`src/verilog/switch_qos_pkg.sv`:
```
// Constants shared by the switch port QoS, tagging and spanning-tree logic
package switch_qos_pkg;

	// ****************************************
	// Port control register map (port 1..3)
	// ****************************************
	localparam logic [7:0] PORT1_CTRL0_ADDR = 8'h10;
	localparam logic [7:0] PORT2_CTRL0_ADDR = 8'h20;
	localparam logic [7:0] PORT3_CTRL0_ADDR = 8'h30;
	localparam logic [7:0] PRIO_MAP_ADDR    = 8'h0c;
	localparam logic [7:0] STP_P1_ADDR      = 8'h12;
	localparam logic [7:0] STP_P2_ADDR      = 8'h22;
	localparam logic [7:0] INSERT_SEL_ADDR  = 8'hc2;
	localparam logic [7:0] DSCP_MAP_ADDR    = 8'h60;

	// ****************************************
	// Field positions in port control 0
	// ****************************************
	localparam int CTRL_SPLIT_BIT  = 0;
	localparam int CTRL_REMOVE_BIT = 1;
	localparam int CTRL_INSERT_BIT = 2;
	localparam int CTRL_PORTPRI_LO = 3;
	localparam int CTRL_PORTPRI_HI = 4;
	localparam int CTRL_DOT1P_BIT  = 5;

	// ****************************************
	// Spanning-tree control field positions
	// ****************************************
	localparam int STP_LEARN_DIS_BIT = 0;
	localparam int STP_RX_EN_BIT     = 1;
	localparam int STP_TX_EN_BIT     = 2;

	// ****************************************
	// Frame layout and checksum
	// ****************************************
	localparam logic [15:0] VLAN_TPID    = 16'h8100;
	localparam logic [3:0]  HDR_LAST_IDX = 4'hb;
	localparam logic [3:0]  TAG_LAST_IDX = 4'h3;
	localparam logic [31:0] CRC_INIT     = 32'hffffffff;
	localparam logic [31:0] CRC_POLY     = 32'hedb88320;

	// ****************************************
	// Priorities and ports
	// ****************************************
	localparam logic [1:0] PRIO_HIGH = 2'h3;
	localparam logic [1:0] PRIO_LOW  = 2'h0;
	localparam int         PROC_PORT = 2;
	localparam logic [2:0] PROC_MASK = 3'h4;

	// Egress stream editor states
	typedef enum logic [2:0] {E_IDLE, E_HDR, E_TAG, E_SKIP, E_BODY, E_FCS} egr_state_t;

endpackage

```
`src/verilog/switch_port_qos_tagging_stp.sv`:
```
// Ingress classification, spanning-tree filtering and egress VLAN tag editor
`timescale 1ns/1ns
// Overview of operation
// - Port-based priority marks every received frame high, using high queue when split.
// - Port-based priority enabled by control 0 bits 4:3 of each port.
// - Tagged frames: three-bit user priority mapped through the programmable priority map.
// - 802.1p classification enabled per port by control 0 bit 5.
// - The inserted or stripped tag is four bytes: TPID then TCI.
// - Insertion enabled by control 0 bit 2 plus the source-select field.
// - Untagged frames get their ingress port's default tag when inserting.
// - Source default tag inserted only when its select bit is set.
// - Already tagged frames are never tagged twice; their tag is kept.
// - Removal enabled by control 0 bit 1 strips tags from tagged frames.
// - With removal enabled and insertion off, untagged frames pass unmodified.
// - Frame check sequence is recomputed over the edited frame.
// - Re-mapping caps frame priority at the ingress default tag priority.
// - IP frames: six-bit code point selects priority from the code-point map.
// - Port 3 is the processor port; only ports 1 and 2 have tree state.
// - Tree state per port from transmit enable, receive enable, learning disable.
// - Disable state: no forwarding, no receiving, no learning.
// - Blocking: forward only frames to the processor, learning off.
// - Listening and learning: only processor traffic; learning off, then on.
// - Forwarding state: forward, receive and learn normally.
// - Static entries with override still reach the processor in disable state.
// - Transmit queue split into four priorities only when control 0 bit 0 set.
module switch_port_qos_tagging_stp
(
	// Clock and reset
	input  wire logic               ref_clk,
	input  wire logic               rst_n,
	// Configuration
	input  wire logic [2:0][7:0]    portCtrl0,
	input  wire logic [15:0]        prioMap,
	input  wire logic [2:0][15:0]   portDefaultTag,
	input  wire logic [5:0]         insertSel,
	input  wire logic [127:0]       dscpMap,
	input  wire logic [2:0]         dscpEn,
	input  wire logic [2:0]         remapEn,
	input  wire logic [1:0][2:0]    stpCtrl,
	// Ingress frame descriptor
	input  wire logic               ingValid,
	input  wire logic [1:0]         ingPort,
	input  wire logic               ingTagged,
	input  wire logic [2:0]         ingPcp,
	input  wire logic               ingIsIp,
	input  wire logic [5:0]         ingDscp,
	input  wire logic [2:0]         ingDstMask,
	input  wire logic               ingStaticOverride,
	// Classification result
	output logic                    clsValid_q,
	output logic [1:0]              clsPrio_q,
	output logic [2:0]              clsPcp_q,
	output logic [2:0]              clsFwdMask_q,
	output logic [2:0][1:0]         clsQueue_q,
	output logic                    clsLearn_q,
	// Egress byte stream in
	input  wire logic [1:0]         egressPort,
	input  wire logic               egrValid,
	input  wire logic [7:0]         egrData,
	input  wire logic               egrLast,
	input  wire logic               egrTagged,
	input  wire logic [1:0]         egrSrcPort,
	output logic                    egrReady,
	// Egress byte stream out
	output logic                    txValid_q,
	output logic [7:0]              txData_q,
	output logic                    txLast_q,
	input  wire logic               txReady
);
	import switch_qos_pkg::*;

	// ****************************************
	// Helpers
	// ****************************************
	// Reflected CRC-32, one byte per call
	function automatic logic [31:0] crcByte(input logic [31:0] c, input logic [7:0] b);
		logic [31:0] r;
		r = c ^ {24'h000000, b};
		for (int i = 0; i < 8; i++)
		begin
			r = r[0] ? ((r >> 1) ^ CRC_POLY) : (r >> 1);
		end
		return r;
	endfunction
	// Select bit for source port s at egress port e: two bits per egress port
	function automatic logic insertAllowed(input logic [1:0] e, s, input logic [5:0] sel);
		logic [1:0] slot;
		slot = (s < e) ? s[1:0] : 2'(s - 2'h1);
		return sel[{e[1:0], slot[0]}];
	endfunction
	// ****************************************
	// Ingress classification and tree filtering
	// ****************************************
	logic              clsValid_d;
	logic [1:0]        clsPrio_d;
	logic [2:0]        clsPcp_d;
	logic [2:0]        clsFwdMask_d;
	logic [2:0][1:0]   clsQueue_d;
	logic              clsLearn_d;

	// Descriptor arrives once per frame, so settings are sampled per frame
	always_comb
	begin
		logic [7:0] ctrl;
		logic [2:0] st;
		logic [2:0] capPcp;
		ctrl = portCtrl0[ingPort];
		st = 3'h0;
		capPcp = portDefaultTag[ingPort][15:13];
		clsValid_d = ingValid;
		clsPcp_d = ingPcp;
		clsFwdMask_d = ingDstMask;
		clsLearn_d = 1'b1;
		// Port-based wins, then tag, then code point
		if (ctrl[CTRL_PORTPRI_HI:CTRL_PORTPRI_LO] != 2'h0)
			clsPrio_d = PRIO_HIGH;
		else if (ctrl[CTRL_DOT1P_BIT] && ingTagged)
			clsPrio_d = prioMap[{ingPcp, 1'b0} +: 2];
		else if (dscpEn[ingPort] && ingIsIp)
			clsPrio_d = dscpMap[{ingDscp, 1'b0} +: 2];
		else
			clsPrio_d = PRIO_LOW;
		// Priority ceiling from the ingress default tag
		if (remapEn[ingPort] && ingTagged && ingPcp > capPcp)
			clsPcp_d = capPcp;
		// Processor port has no tree state
		if (ingPort != 2'(PROC_PORT))
		begin
			st = stpCtrl[ingPort[0]];
			clsLearn_d = !st[STP_LEARN_DIS_BIT];
			if (!st[STP_RX_EN_BIT])
			begin
				// Non-forwarding states reach the processor only
				clsFwdMask_d = ingDstMask & PROC_MASK;
				if (st[STP_LEARN_DIS_BIT])
					clsFwdMask_d = ingStaticOverride ? PROC_MASK : 3'h0;
			end
		end
		// Closed transmit side keeps port traffic out; processor only in the off states
		for (int q = 0; q < 2; q++)
		begin
			if (ingPort != 2'(PROC_PORT) && !stpCtrl[q][STP_TX_EN_BIT])
				clsFwdMask_d[q] = 1'b0;
			else if (!stpCtrl[q][STP_TX_EN_BIT] && stpCtrl[q][STP_LEARN_DIS_BIT])
				clsFwdMask_d[q] = 1'b0;
		end
		// Queue per destination, shared queue when not split
		for (int d = 0; d < 3; d++)
		begin
			clsQueue_d[d] = portCtrl0[d][CTRL_SPLIT_BIT] ? clsPrio_d : PRIO_LOW;
		end
	end
	// Classification result registers
	always_ff @(posedge ref_clk)
	begin
		if (!rst_n)
		begin
			clsValid_q   <= 1'b0;
			clsPrio_q    <= PRIO_LOW;
			clsPcp_q     <= 3'h0;
			clsFwdMask_q <= 3'h0;
			clsQueue_q   <= '0;
			clsLearn_q   <= 1'b0;
		end
		else
		begin
			clsValid_q   <= clsValid_d;
			clsPrio_q    <= clsPrio_d;
			clsPcp_q     <= clsPcp_d;
			clsFwdMask_q <= clsFwdMask_d;
			clsQueue_q   <= clsQueue_d;
			clsLearn_q   <= clsLearn_d;
		end
	end
	// ****************************************
	// Egress tag editor
	// ****************************************
	egr_state_t  state_q, state_d;
	logic [3:0]  cnt_q, cnt_d;
	logic [31:0] crc_q, crc_d;
	logic        ins_q, ins_d;
	logic        rem_q, rem_d;
	logic [15:0] tci_q, tci_d;
	logic        txValid_d;
	logic [7:0]  txData_d;
	logic        txLast_d;
	logic        adv;
	// Output stage may load when empty or being drained
	assign adv = !txValid_q || txReady;
	// Next-state, byte selection and checksum update
	always_comb
	begin
		logic        emit;
		logic [7:0]  b;
		logic        last;
		logic [31:0] w;
		logic [7:0]  e;
		emit = 1'b0;
		b = 8'h00;
		last = 1'b0;
		w = 32'h00000000;
		e = portCtrl0[egressPort];
		state_d = state_q;
		cnt_d = cnt_q;
		crc_d = crc_q;
		ins_d = ins_q;
		rem_d = rem_q;
		tci_d = tci_q;
		egrReady = 1'b0;
		unique case (state_q)
			E_IDLE:
			begin
				// Settings frozen at first byte for the whole frame
				ins_d = e[CTRL_INSERT_BIT] && !egrTagged
					&& insertAllowed(egressPort, egrSrcPort, insertSel);
				rem_d = e[CTRL_REMOVE_BIT] && egrTagged;
				tci_d = portDefaultTag[egrSrcPort];
				if (egrValid && adv)
				begin
					egrReady = 1'b1;
					emit = 1'b1;
					b = egrData;
					cnt_d = 4'h1;
					crc_d = crcByte(CRC_INIT, egrData);
					state_d = E_HDR;
				end
			end
			E_HDR:
			begin
				if (egrValid && adv)
				begin
					egrReady = 1'b1;
					emit = 1'b1;
					b = egrData;
					crc_d = crcByte(crc_q, egrData);
					cnt_d = cnt_q + 4'h1;
					if (cnt_q == HDR_LAST_IDX)
					begin
						cnt_d = 4'h0;
						state_d = ins_q ? E_TAG : (rem_q ? E_SKIP : E_BODY);
					end
				end
			end
			E_TAG:
			begin
				// Input stalls while the four tag bytes go out
				w = {VLAN_TPID, tci_q} << {cnt_q[1:0], 3'b000};
				if (adv)
				begin
					emit = 1'b1;
					b = w[31:24];
					crc_d = crcByte(crc_q, w[31:24]);
					cnt_d = cnt_q + 4'h1;
					if (cnt_q == TAG_LAST_IDX)
						state_d = E_BODY;
				end
			end
			E_SKIP:
			begin
				// Old tag bytes consumed without output
				egrReady = 1'b1;
				if (egrValid)
				begin
					cnt_d = cnt_q + 4'h1;
					if (cnt_q == TAG_LAST_IDX)
						state_d = E_BODY;
				end
			end
			E_BODY:
			begin
				if (egrValid && adv)
				begin
					egrReady = 1'b1;
					emit = 1'b1;
					b = egrData;
					crc_d = crcByte(crc_q, egrData);
					if (egrLast)
					begin
						cnt_d = 4'h0;
						state_d = E_FCS;
					end
				end
			end
			E_FCS:
			begin
				// Fresh checksum over exactly the bytes sent
				w = ~crc_q >> {cnt_q[1:0], 3'b000};
				if (adv)
				begin
					emit = 1'b1;
					b = w[7:0];
					cnt_d = cnt_q + 4'h1;
					if (cnt_q == TAG_LAST_IDX)
					begin
						last = 1'b1;
						state_d = E_IDLE;
					end
				end
			end
		endcase
		// Output register load or drain
		txValid_d = emit ? 1'b1 : (txReady ? 1'b0 : txValid_q);
		txData_d = emit ? b : txData_q;
		txLast_d = emit ? last : txLast_q;
	end
	// Egress registers
	always_ff @(posedge ref_clk)
	begin
		if (!rst_n)
		begin
			state_q   <= E_IDLE;
			cnt_q     <= 4'h0;
			crc_q     <= CRC_INIT;
			ins_q     <= 1'b0;
			rem_q     <= 1'b0;
			tci_q     <= 16'h0000;
			txValid_q <= 1'b0;
			txData_q  <= 8'h00;
			txLast_q  <= 1'b0;
		end
		else
		begin
			state_q   <= state_d;
			cnt_q     <= cnt_d;
			crc_q     <= crc_d;
			ins_q     <= ins_d;
			rem_q     <= rem_d;
			tci_q     <= tci_d;
			txValid_q <= txValid_d;
			txData_q  <= txData_d;
			txLast_q  <= txLast_d;
		end
	end
endmodule

```
`config.mk`:
```
export PLATFORM = sky130hd
export DESIGN_NAME = switch_port_qos_tagging_stp
export DESIGN_NICKNAME = d
export VERILOG_FILES = /design/src/verilog/switch_qos_pkg.sv /design/src/verilog/switch_port_qos_tagging_stp.sv
export SDC_FILE = /design/constraint.sdc
export NUM_CORES = 1
export LEC_CHECK = 0
export CAP_MARGIN = 20
export CORE_MARGIN = 8
export CORE_UTILIZATION = 39
export DETAILED_ROUTE_END_ITERATION = 16
export DONT_BUFFER_PORTS = 1
export PLACE_DENSITY = 0.64
export SETUP_SLACK_MARGIN = 0.5
export SLEW_MARGIN = 20
export SYNTH_ARGS = -nofsm -noshare
export SYNTH_HDL_FRONTEND = slang
export SYNTH_SLANG_ARGS = --single-unit
```
`constraint.sdc`:
```
create_clock -name ref_clk -period 3.4 [get_ports ref_clk]
set_input_delay 0.51 -clock ref_clk [delete_from_list [all_inputs] [get_ports ref_clk]]
set_output_delay 0.51 -clock ref_clk [all_outputs]
set_load 0.005 [all_outputs]
```
==> flow_results.xml, run 1 <==
<?xml version="1.0" encoding="UTF-8"?>
<metrics>
  <group name="timing">
    <metric name="fin_skew" unit="ps">10.2</metric>
    <metric name="worst_slew_margin_rel" unit="%">32.4</metric>
    <metric name="holdWs" unit="ps">239</metric>
    <metric name="slew_violations" unit="">0</metric>
    <metric name="fin_crit" unit="ps">2710</metric>
    <metric name="timing_worst_slew_pin_value" unit="ps">1010</metric>
    <metric name="setup_viol" unit="">0</metric>
    <metric name="rsz0062_at_grt" unit="">no</metric>
    <metric name="layout_worst_path_cycle_share" unit="%">79.7</metric>
    <metric name="max_clock_freq" unit="GHz">0.369</metric>
    <metric name="hold_violation_total_from_the_final_report" unit="">0</metric>
    <metric name="timing.setup.tns" unit="ps">0</metric>
  </group>
  <group name="route">
    <metric name="drt_pre_antenna_iters" unit="">6</metric>
    <metric name="antenna_left" unit="">0</metric>
    <metric name="vias_per_cell" unit="">6.13</metric>
    <metric name="post_drt_wl_per_cell" unit="um">24.9</metric>
    <metric name="drtIter0Drc" unit="">627</metric>
    <metric name="dr_total_vias" unit="">6893</metric>
    <metric name="finalWirelength" unit="mm">28.0</metric>
    <metric name="drt_drc_violations_left" unit="">0</metric>
  </group>
  <group name="floorplan">
    <metric name="pin_count" unit="">297</metric>
    <metric name="num_rows" unit="">51</metric>
    <metric name="initial_core_util" unit="%">39.8</metric>
    <metric name="design.die.area" unit="sq mm">0.0246</metric>
    <metric name="die_y_extent" unit="um">157</metric>
    <metric name="chipWidth" unit="um">157</metric>
    <metric name="core_area" unit="sq mm">0.0195</metric>
  </group>
  <group name="global_route">
    <metric name="global_route_wire_length_before_repair" unit="mm">42.0</metric>
    <metric name="globalRouteTotalUtil" unit="%">22.4</metric>
    <metric name="grt_max_degree" unit="">45</metric>
    <metric name="grt_overflow_total" unit="">0</metric>
    <metric name="grt_pass1_vias" unit="">6682</metric>
    <metric name="initial_antenna_violation_count" unit="">2</metric>
  </group>
  <group name="yosys">
    <metric name="synth_top_family_by_area" unit="">XOR/XNOR gates</metric>
    <metric name="synth_simple_gate_area_share" unit="%">13.6</metric>
    <metric name="synth_fp_nets" unit="">1165</metric>
    <metric name="synthXorXnorAreaFrac" unit="%">22.7</metric>
    <metric name="post_synth.cell_area_avg" unit="sq um">8.71</metric>
    <metric name="async_flop_share" unit="%">0</metric>
    <metric name="netlist.top_cell.by_area" unit="">sky130_fd_sc_hd__dfxtp_1</metric>
    <metric name="ys.flop_type" unit="">sky130_fd_sc_hd__dfxtp_1</metric>
    <metric name="synth_seq_area_share" unit="%">21.4</metric>
    <metric name="synth-adder-area-share" unit="%">0.807</metric>
    <metric name="synth_top_area_share" unit="%">21.4</metric>
    <metric name="synth_area" unit="sq mm">0.00775</metric>
    <metric name="synth.mux.area_fraction" unit="%">18.2</metric>
    <metric name="synth-warning-count" unit="">0</metric>
    <metric name="synth.ff_latch_count" unit="">83</metric>
    <metric name="syn-instance-count" unit="">890</metric>
    <metric name="synthTopCellsByArea" unit="">sky130_fd_sc_hd__dfxtp_1 21%, sky130_fd_sc_hd__xnor2_1 12%, sky130_fd_sc_hd__mux4_2 9.0%</metric>
    <metric name="synth_edf_count" unit="">0</metric>
    <metric name="number_of_different_library_cells_in_the_post_synthesis_netlist" unit="">63</metric>
    <metric name="synth_compound_gate_area_share" unit="%">19.0</metric>
  </group>
  <group name="critical_path">
    <metric name="setup.worst_path.end" unit="">state_q[2]</metric>
    <metric name="crit-reg2reg-capture" unit="">state_q[2]</metric>
    <metric name="start_kind" unit="">register</metric>
    <metric name="worstSetupEndpointType" unit="">register</metric>
    <metric name="worst_setup_path_startpoint" unit="">cnt_q[1]</metric>
    <metric name="cp.buffers_inverters" unit="">2</metric>
    <metric name="r2r_slack" unit="ps">690</metric>
    <metric name="critical_path_depth" unit="">9</metric>
    <metric name="crit_path_frequent_cell" unit="">sky130_fd_sc_hd__a21oi_1</metric>
    <metric name="worst_ep_required_time" unit="ps">3680</metric>
    <metric name="path_cells" unit="">buf_4 &gt; ha_1 &gt; inv_1 &gt; or4b_2 &gt; a21oi_1 &gt; a21oi_1 &gt; a21o_1 &gt; or4_1 &gt; a21oi_1</metric>
    <metric name="crit_fanout" unit="">11</metric>
    <metric name="r2r_start" unit="">cnt_q[1]</metric>
    <metric name="slowest_stage" unit="">sky130_fd_sc_hd__or4b_2</metric>
    <metric name="worst-setup-path-type" unit="">register to register</metric>
    <metric name="cpPeakStageDelay" unit="ps">600</metric>
    <metric name="cpLargestDelayFamily" unit="">simple AND/OR/NAND/NOR gates</metric>
    <metric name="worst-endpoint-arrival" unit="ps">2980</metric>
    <metric name="timing.reg2reg.worst_path_depth" unit="">9</metric>
  </group>
  <group name="cts">
    <metric name="clkSlewWorstSetupHoldPaths" unit="ps">70</metric>
    <metric name="cts.path.max_buffers" unit="">2</metric>
    <metric name="cts.hold.buffers_added" unit="">0</metric>
    <metric name="cts_max_level" unit="">3</metric>
    <metric name="cts_tree" unit="">yes</metric>
    <metric name="clock_tree_root_driver_cell" unit="">sky130_fd_sc_hd__clkbuf_16</metric>
    <metric name="cts_buffers" unit="">9</metric>
    <metric name="numClockSinks" unit="">83</metric>
    <metric name="clock_latency" unit="ps">350</metric>
  </group>
  <group name="power">
    <metric name="vdd_ir_drop_max" unit="uV">316</metric>
    <metric name="powerDensity" unit="mW/mm^2">792</metric>
    <metric name="power_leakage" unit="uW">0.00301</metric>
  </group>
  <group name="worst_hold_path">
    <metric name="min-delay-path-class" unit="">input port to register</metric>
  </group>
  <group name="placement">
    <metric name="weighted_congestion_at_the_end_of_routability_driven_global_placement" unit="">0.923</metric>
    <metric name="io_buffers" unit="">0</metric>
    <metric name="hpwl_dp" unit="mm">22.2</metric>
  </group>
  <group name="layout">
    <metric name="post_route_cells_drive_above_1_share" unit="%">11.7</metric>
    <metric name="final_common_cell" unit="">sky130_fd_sc_hd__xnor2_1</metric>
    <metric name="most-common-layout-cells" unit="">102 x sky130_fd_sc_hd__xnor2_1, 99 x sky130_fd_sc_hd__nor2_1, 81 x sky130_fd_sc_hd__dfxtp_1</metric>
    <metric name="layout.nets" unit="">1130</metric>
    <metric name="antenna_cells" unit="">0</metric>
    <metric name="area.growth.synth_to_final" unit="%">6.93</metric>
  </group>
  <group name="run">
    <metric name="max_cap_violations" unit="">0</metric>
  </group>
  <group name="run_status">
    <metric name="outcome" unit="">finished, final reports clean</metric>
  </group>
</metrics>
## worst register-to-register path, stage by stage (launching register included)
cell                      delay [ps]
sky130_fd_sc_hd__dfxtp_2         430
sky130_fd_sc_hd__buf_4           210
sky130_fd_sc_hd__ha_1            180
sky130_fd_sc_hd__inv_1            60
sky130_fd_sc_hd__or4b_2          600
sky130_fd_sc_hd__a21oi_1         220
sky130_fd_sc_hd__a21oi_1          60
sky130_fd_sc_hd__a21o_1          230
sky130_fd_sc_hd__or4_1           520
sky130_fd_sc_hd__a21oi_1         130
## through the flow
| stage | instances | instance area, sq um | total power [uW] | util, % | worst slack (ps) |
|---|---|---|---|---|---|
| after floorplan | 890 | 7750 | 4660 | - | 670 |
| after global placement | 1109 | 7990 | 5490 | 41.1 | 643 |
| after detailed placement | 1109 | 7990 | 5510 | 41.1 | 603 |
| after CTS | 1125 | 8280 | 6540 | 42.6 | 587 |
| after global routing | 1125 | 8290 | 6970 | 42.6 | 533 |
| final | 1125 | 8290 | 6560 | 42.6 | 692 |
## cell type report
class                           count  area, sq um
Clock inverter                      7         66.3
Timing Repair Buffer               27          203
Tap cell                          265          332
Sequential cell                    83         1660
Fill cell                        1956        11200
Multi-Input combinational cell    725         5760
Clock buffer                        9          225
Inverter                            9         33.8
## worst min-delay path by stage
stage              from        end  slack (ps)  cells after the start
6_report          rst_n  crc_q[10]         240                      1
5_1_grt           rst_n  crc_q[10]         220                      1
4_1_cts           rst_n  crc_q[10]         220                      1
3_5_place_dp      rem_q      rem_q         470                      2
3_3_place_gp      rem_q      rem_q         460                      2
2_1_floorplan  txLast_q   txLast_q         450                      2
## report_power, final
part	switching, uW	leakage [uW]	internal [uW]
logic	2050	0.00218	1990
registers	329	0.000688	1200
clock network	479	0.000138	517
## synth_stat cells, types with 8 or more instances
| cell type | count |
|---|---|
| sky130_fd_sc_hd__dfxtp_1 | 83 |
| sky130_fd_sc_hd__mux4_2 | 31 |
| sky130_fd_sc_hd__a221oi_1 | 19 |
| sky130_fd_sc_hd__nor2b_1 | 17 |
| sky130_fd_sc_hd__xor2_1 | 55 |
| sky130_fd_sc_hd__nor3_1 | 23 |
| sky130_fd_sc_hd__buf_2 | 11 |
| sky130_fd_sc_hd__a211oi_1 | 24 |
| sky130_fd_sc_hd__inv_1 | 8 |
| sky130_fd_sc_hd__a222oi_1 | 9 |
| sky130_fd_sc_hd__clkbuf_1 | 53 |
| sky130_fd_sc_hd__nor2_1 | 99 |
| sky130_fd_sc_hd__o21ai_0 | 29 |
| sky130_fd_sc_hd__o22ai_1 | 16 |
| sky130_fd_sc_hd__xnor2_1 | 102 |
| sky130_fd_sc_hd__mux2_2 | 11 |
| sky130_fd_sc_hd__xnor3_1 | 8 |
| sky130_fd_sc_hd__nand2b_1 | 10 |
| sky130_fd_sc_hd__a22oi_1 | 25 |
| sky130_fd_sc_hd__mux2i_1 | 56 |
| sky130_fd_sc_hd__a21oi_1 | 46 |
| sky130_fd_sc_hd__nand2_1 | 52 |
## registers in the layout, indices dropped and copies added, names as in the netlist
| register | count |
|---|---|
| clsFwdMask_q | 3 |
| clsLearn_q | 1 |
| clsPcp_q | 3 |
| clsPrio_q | 2 |
| clsQueue_q | 6 |
| clsValid_q | 1 |
| cnt_q | 4 |
| crc_q | 32 |
| ins_q | 1 |
| rem_q | 1 |
| state_q | 3 |
| tci_q | 16 |
| txData_q | 8 |
| txLast_q | 1 |
| txValid_q | 1 |
## per-layer routing
layer | GRT usage, % | share of wire, %
met1 | 30.8 | 43
met5 | 0 | 0.046
met4 | 6.13 | 2.2
met3 | 6.75 | 11
met2 | 33.3 | 44
## logic make-up after synthesis
family          Yosys count
fa+ha+maj                 5
simple gates            231
buf+inv                  82
mux                      99
compound gates          214
flops                    83
xor+xnor                176
## repair_timing
action	in CTS	in global routing
resized for setup	0	2
endpoints found under the hold margin	0	0
setup endpoints to repair	0	6
buffers inserted	0	0
Power figures use the tool's default switching activity.
==> run 2, diff against run 1 <==
- clock period: 3.4 -> 2.5 ns (I/O delays scaled with it)
==> run 2 against run 1 <==
  * Worst hold slack worse by 130 ps
  * Sequential power is 34% higher
  * Largest power group unchanged
  * First-iteration DRC count is 10% higher
  * Power is 69% higher
  * Non-clock buffer count is 80 higher
==> flow_results.xml, run 2 (synthesized netlist as in run 1, its figures left out) <==
<?xml version="1.0" encoding="UTF-8"?>
<metrics>
  <group name="placement">
    <metric name="weighted_congestion_at_the_end_of_routability_driven_global_placement" unit="">0.960</metric>
    <metric name="dpl-instance-area" unit="sq mm">0.00861</metric>
    <metric name="io_buffers" unit="">0</metric>
    <metric name="hpwl_dp" unit="mm">22.8</metric>
    <metric name="preCtsSetupSlack" unit="ps">46.8</metric>
  </group>
  <group name="critical_path">
    <metric name="cpPeakStageDelay" unit="ps">410</metric>
    <metric name="worstSetupEndpointType" unit="">register</metric>
    <metric name="worst-endpoint-arrival" unit="ps">2530</metric>
    <metric name="worst-setup-path-type" unit="">register to register</metric>
    <metric name="path_cells" unit="">buf_12 &gt; mux2_4 &gt; nand2_4 &gt; xor2_4 &gt; buf_4 &gt; xnor3_1 &gt; xnor2_1 &gt; or3_1 &gt; o31ai_1</metric>
    <metric name="slowest_stage" unit="">sky130_fd_sc_hd__xnor3_1</metric>
    <metric name="worst_ep_required_time" unit="ps">2770</metric>
    <metric name="cp.buffers_inverters" unit="">2</metric>
    <metric name="cpLargestDelayFamily" unit="">XOR/XNOR gates</metric>
    <metric name="crit_fanout" unit="">6</metric>
    <metric name="start_kind" unit="">register</metric>
  </group>
  <group name="global_route">
    <metric name="grt_pass1_vias" unit="">7234</metric>
    <metric name="globalRouteTotalUtil" unit="%">22.8</metric>
    <metric name="global_route_wire_length_before_repair" unit="mm">43.2</metric>
    <metric name="grt_max_degree" unit="">45</metric>
    <metric name="grt_overflow_total" unit="">0</metric>
    <metric name="initial_antenna_violation_count" unit="">1</metric>
  </group>
  <group name="timing">
    <metric name="max_clock_freq" unit="GHz">0.442</metric>
    <metric name="timing.setup.tns" unit="ps">0</metric>
    <metric name="rsz0062_at_grt" unit="">yes</metric>
    <metric name="finalWorstSetupSlack" unit="ps">239</metric>
    <metric name="worst_slew_margin_rel" unit="%">33.3</metric>
    <metric name="slew_violations" unit="">0</metric>
    <metric name="hold_violation_total_from_the_final_report" unit="">0</metric>
    <metric name="fin_crit" unit="ps">2260</metric>
    <metric name="layout_worst_path_cycle_share" unit="%">90.5</metric>
    <metric name="timing_worst_slew_pin_value" unit="ps">999</metric>
    <metric name="setup_viol" unit="">0</metric>
    <metric name="fin_skew" unit="ps">14.2</metric>
    <metric name="holdWs" unit="ps">110</metric>
  </group>
  <group name="cts">
    <metric name="clkSlewWorstSetupHoldPaths" unit="ps">70</metric>
    <metric name="cts.path.max_buffers" unit="">2</metric>
    <metric name="cts.hold.buffers_added" unit="">0</metric>
    <metric name="cts_buffers" unit="">9</metric>
    <metric name="numClockSinks" unit="">83</metric>
    <metric name="cts_max_level" unit="">3</metric>
    <metric name="cts_tree" unit="">yes</metric>
    <metric name="clock_latency" unit="ps">350</metric>
    <metric name="clock_tree_root_driver_cell" unit="">sky130_fd_sc_hd__clkbuf_16</metric>
  </group>
  <group name="floorplan">
    <metric name="initial_core_util" unit="%">39.8</metric>
    <metric name="pin_count" unit="">297</metric>
    <metric name="core_area" unit="sq mm">0.0195</metric>
    <metric name="die_y_extent" unit="um">157</metric>
    <metric name="chipWidth" unit="um">157</metric>
    <metric name="num_rows" unit="">51</metric>
    <metric name="design.die.area" unit="sq mm">0.0246</metric>
  </group>
  <group name="layout">
    <metric name="area.growth.synth_to_final" unit="%">26.5</metric>
    <metric name="largestRegisters" unit="">crc_q (32), tci_q (16), txData_q (8)</metric>
    <metric name="post-route-cell-area" unit="sq mm">0.00981</metric>
    <metric name="post-route-util" unit="%">50.4</metric>
    <metric name="largest_register_by_flop_count" unit="">crc_q</metric>
    <metric name="fillers" unit="">1782</metric>
    <metric name="final_common_cell" unit="">sky130_fd_sc_hd__nor2_1</metric>
    <metric name="post_route_cells_drive_above_1_share" unit="%">27.6</metric>
    <metric name="layout.nets" unit="">1210</metric>
    <metric name="most-common-layout-cells" unit="">99 x sky130_fd_sc_hd__nor2_1, 80 x sky130_fd_sc_hd__buf_4, 77 x sky130_fd_sc_hd__xnor2_1</metric>
    <metric name="number_of_flip_flops_in_the_largest_register" unit="">32</metric>
  </group>
  <group name="route">
    <metric name="post_drt_wl_per_cell" unit="um">24.3</metric>
    <metric name="drt_drc_violations_left" unit="">0</metric>
    <metric name="drt_pre_antenna_iters" unit="">5</metric>
    <metric name="drtIter0Drc" unit="">692</metric>
    <metric name="antenna_left" unit="">0</metric>
    <metric name="vias_per_cell" unit="">6.06</metric>
    <metric name="finalWirelength" unit="mm">29.3</metric>
    <metric name="dr_total_vias" unit="">7307</metric>
  </group>
  <group name="run_status">
    <metric name="outcome" unit="">finished, final reports clean</metric>
  </group>
  <group name="worst_hold_path">
    <metric name="min-delay-path-class" unit="">input port to register</metric>
  </group>
  <group name="power">
    <metric name="powerDensity" unit="mW/mm^2">1130</metric>
    <metric name="power_leakage" unit="uW">0.00375</metric>
    <metric name="vdd_ir_drop_max" unit="uV">508</metric>
  </group>
  <group name="run">
    <metric name="max_cap_violations" unit="">0</metric>
  </group>
</metrics>
==> run 2: cell count changes in the layout (fill, tap and decap cells not counted), sizes merged <==
cell / previous run / this run
diode: 0 / 1
bufinv: 0 / 1
buf: 27 / 107
clkinvlp: 2 / 3
clkbuf: 9 / 11
inv: 14 / 10
==> run 2: timing repair <==
action	CTS	global route
endpoints found under the setup margin	37	45
gates resized for setup	45	54
setup buffers	30	19
pin swaps	36	34
cloned	0	0
==> run 2: final cells by class <==
type	count	area (sq um)	area share, %
flip-flops and latches	83	1680	17.1
well taps	265	332	3.38
clock inverters	5	61.3	0.625
repair buffers	107	952	9.71
clock buffers	11	233	2.37
multi-input cells	725	6510	66.4
diodes	1	2.50	0.0255
inverters	9	36.3	0.370
==> run 2: per-stage QoR <==
stage / instances / power, uW
final: 1206 / 11100
after global routing: 1206 / 11600
after CTS: 1186 / 10300
after detailed placement: 1140 / 8210
after global placement: 1140 / 8130
after floorplan: 890 / 6720
==> run 2: where the power goes <==
part / leakage (uW) / total [uW] / internal (uW) / switching (uW)
registers: 0.000689 / 2040 / 1630 / 411
logic: 0.00293 / 7640 / 4070 / 3570
clock network: 0.000132 / 1380 / 780 / 600
total: 0.00375 / 11100 / 6480 / 4580
==> run 2: final timing paths <==
| path | depth (start not counted) | to | slack (ps) | from |
|---|---|---|---|---|
| max | 9 | crc_q[27] | 240 | cnt_q[0] |
| min reg2reg | 2 | rem_q | 480 | rem_q |
| max reg2reg | 9 | crc_q[27] | 240 | cnt_q[0] |
| min | 1 | crc_q[10] | 110 | rst_n |
==> run 2: routing by layer <==
metal	GRT usage (%)	vias to the layer above	part of all wire [%]
met1	29.8	3555	42
met4	7.41	0	2.1
met2	35.4	383	47
met3	6.85	40	9.6
met5	0	-	0
li1	-	3329	-
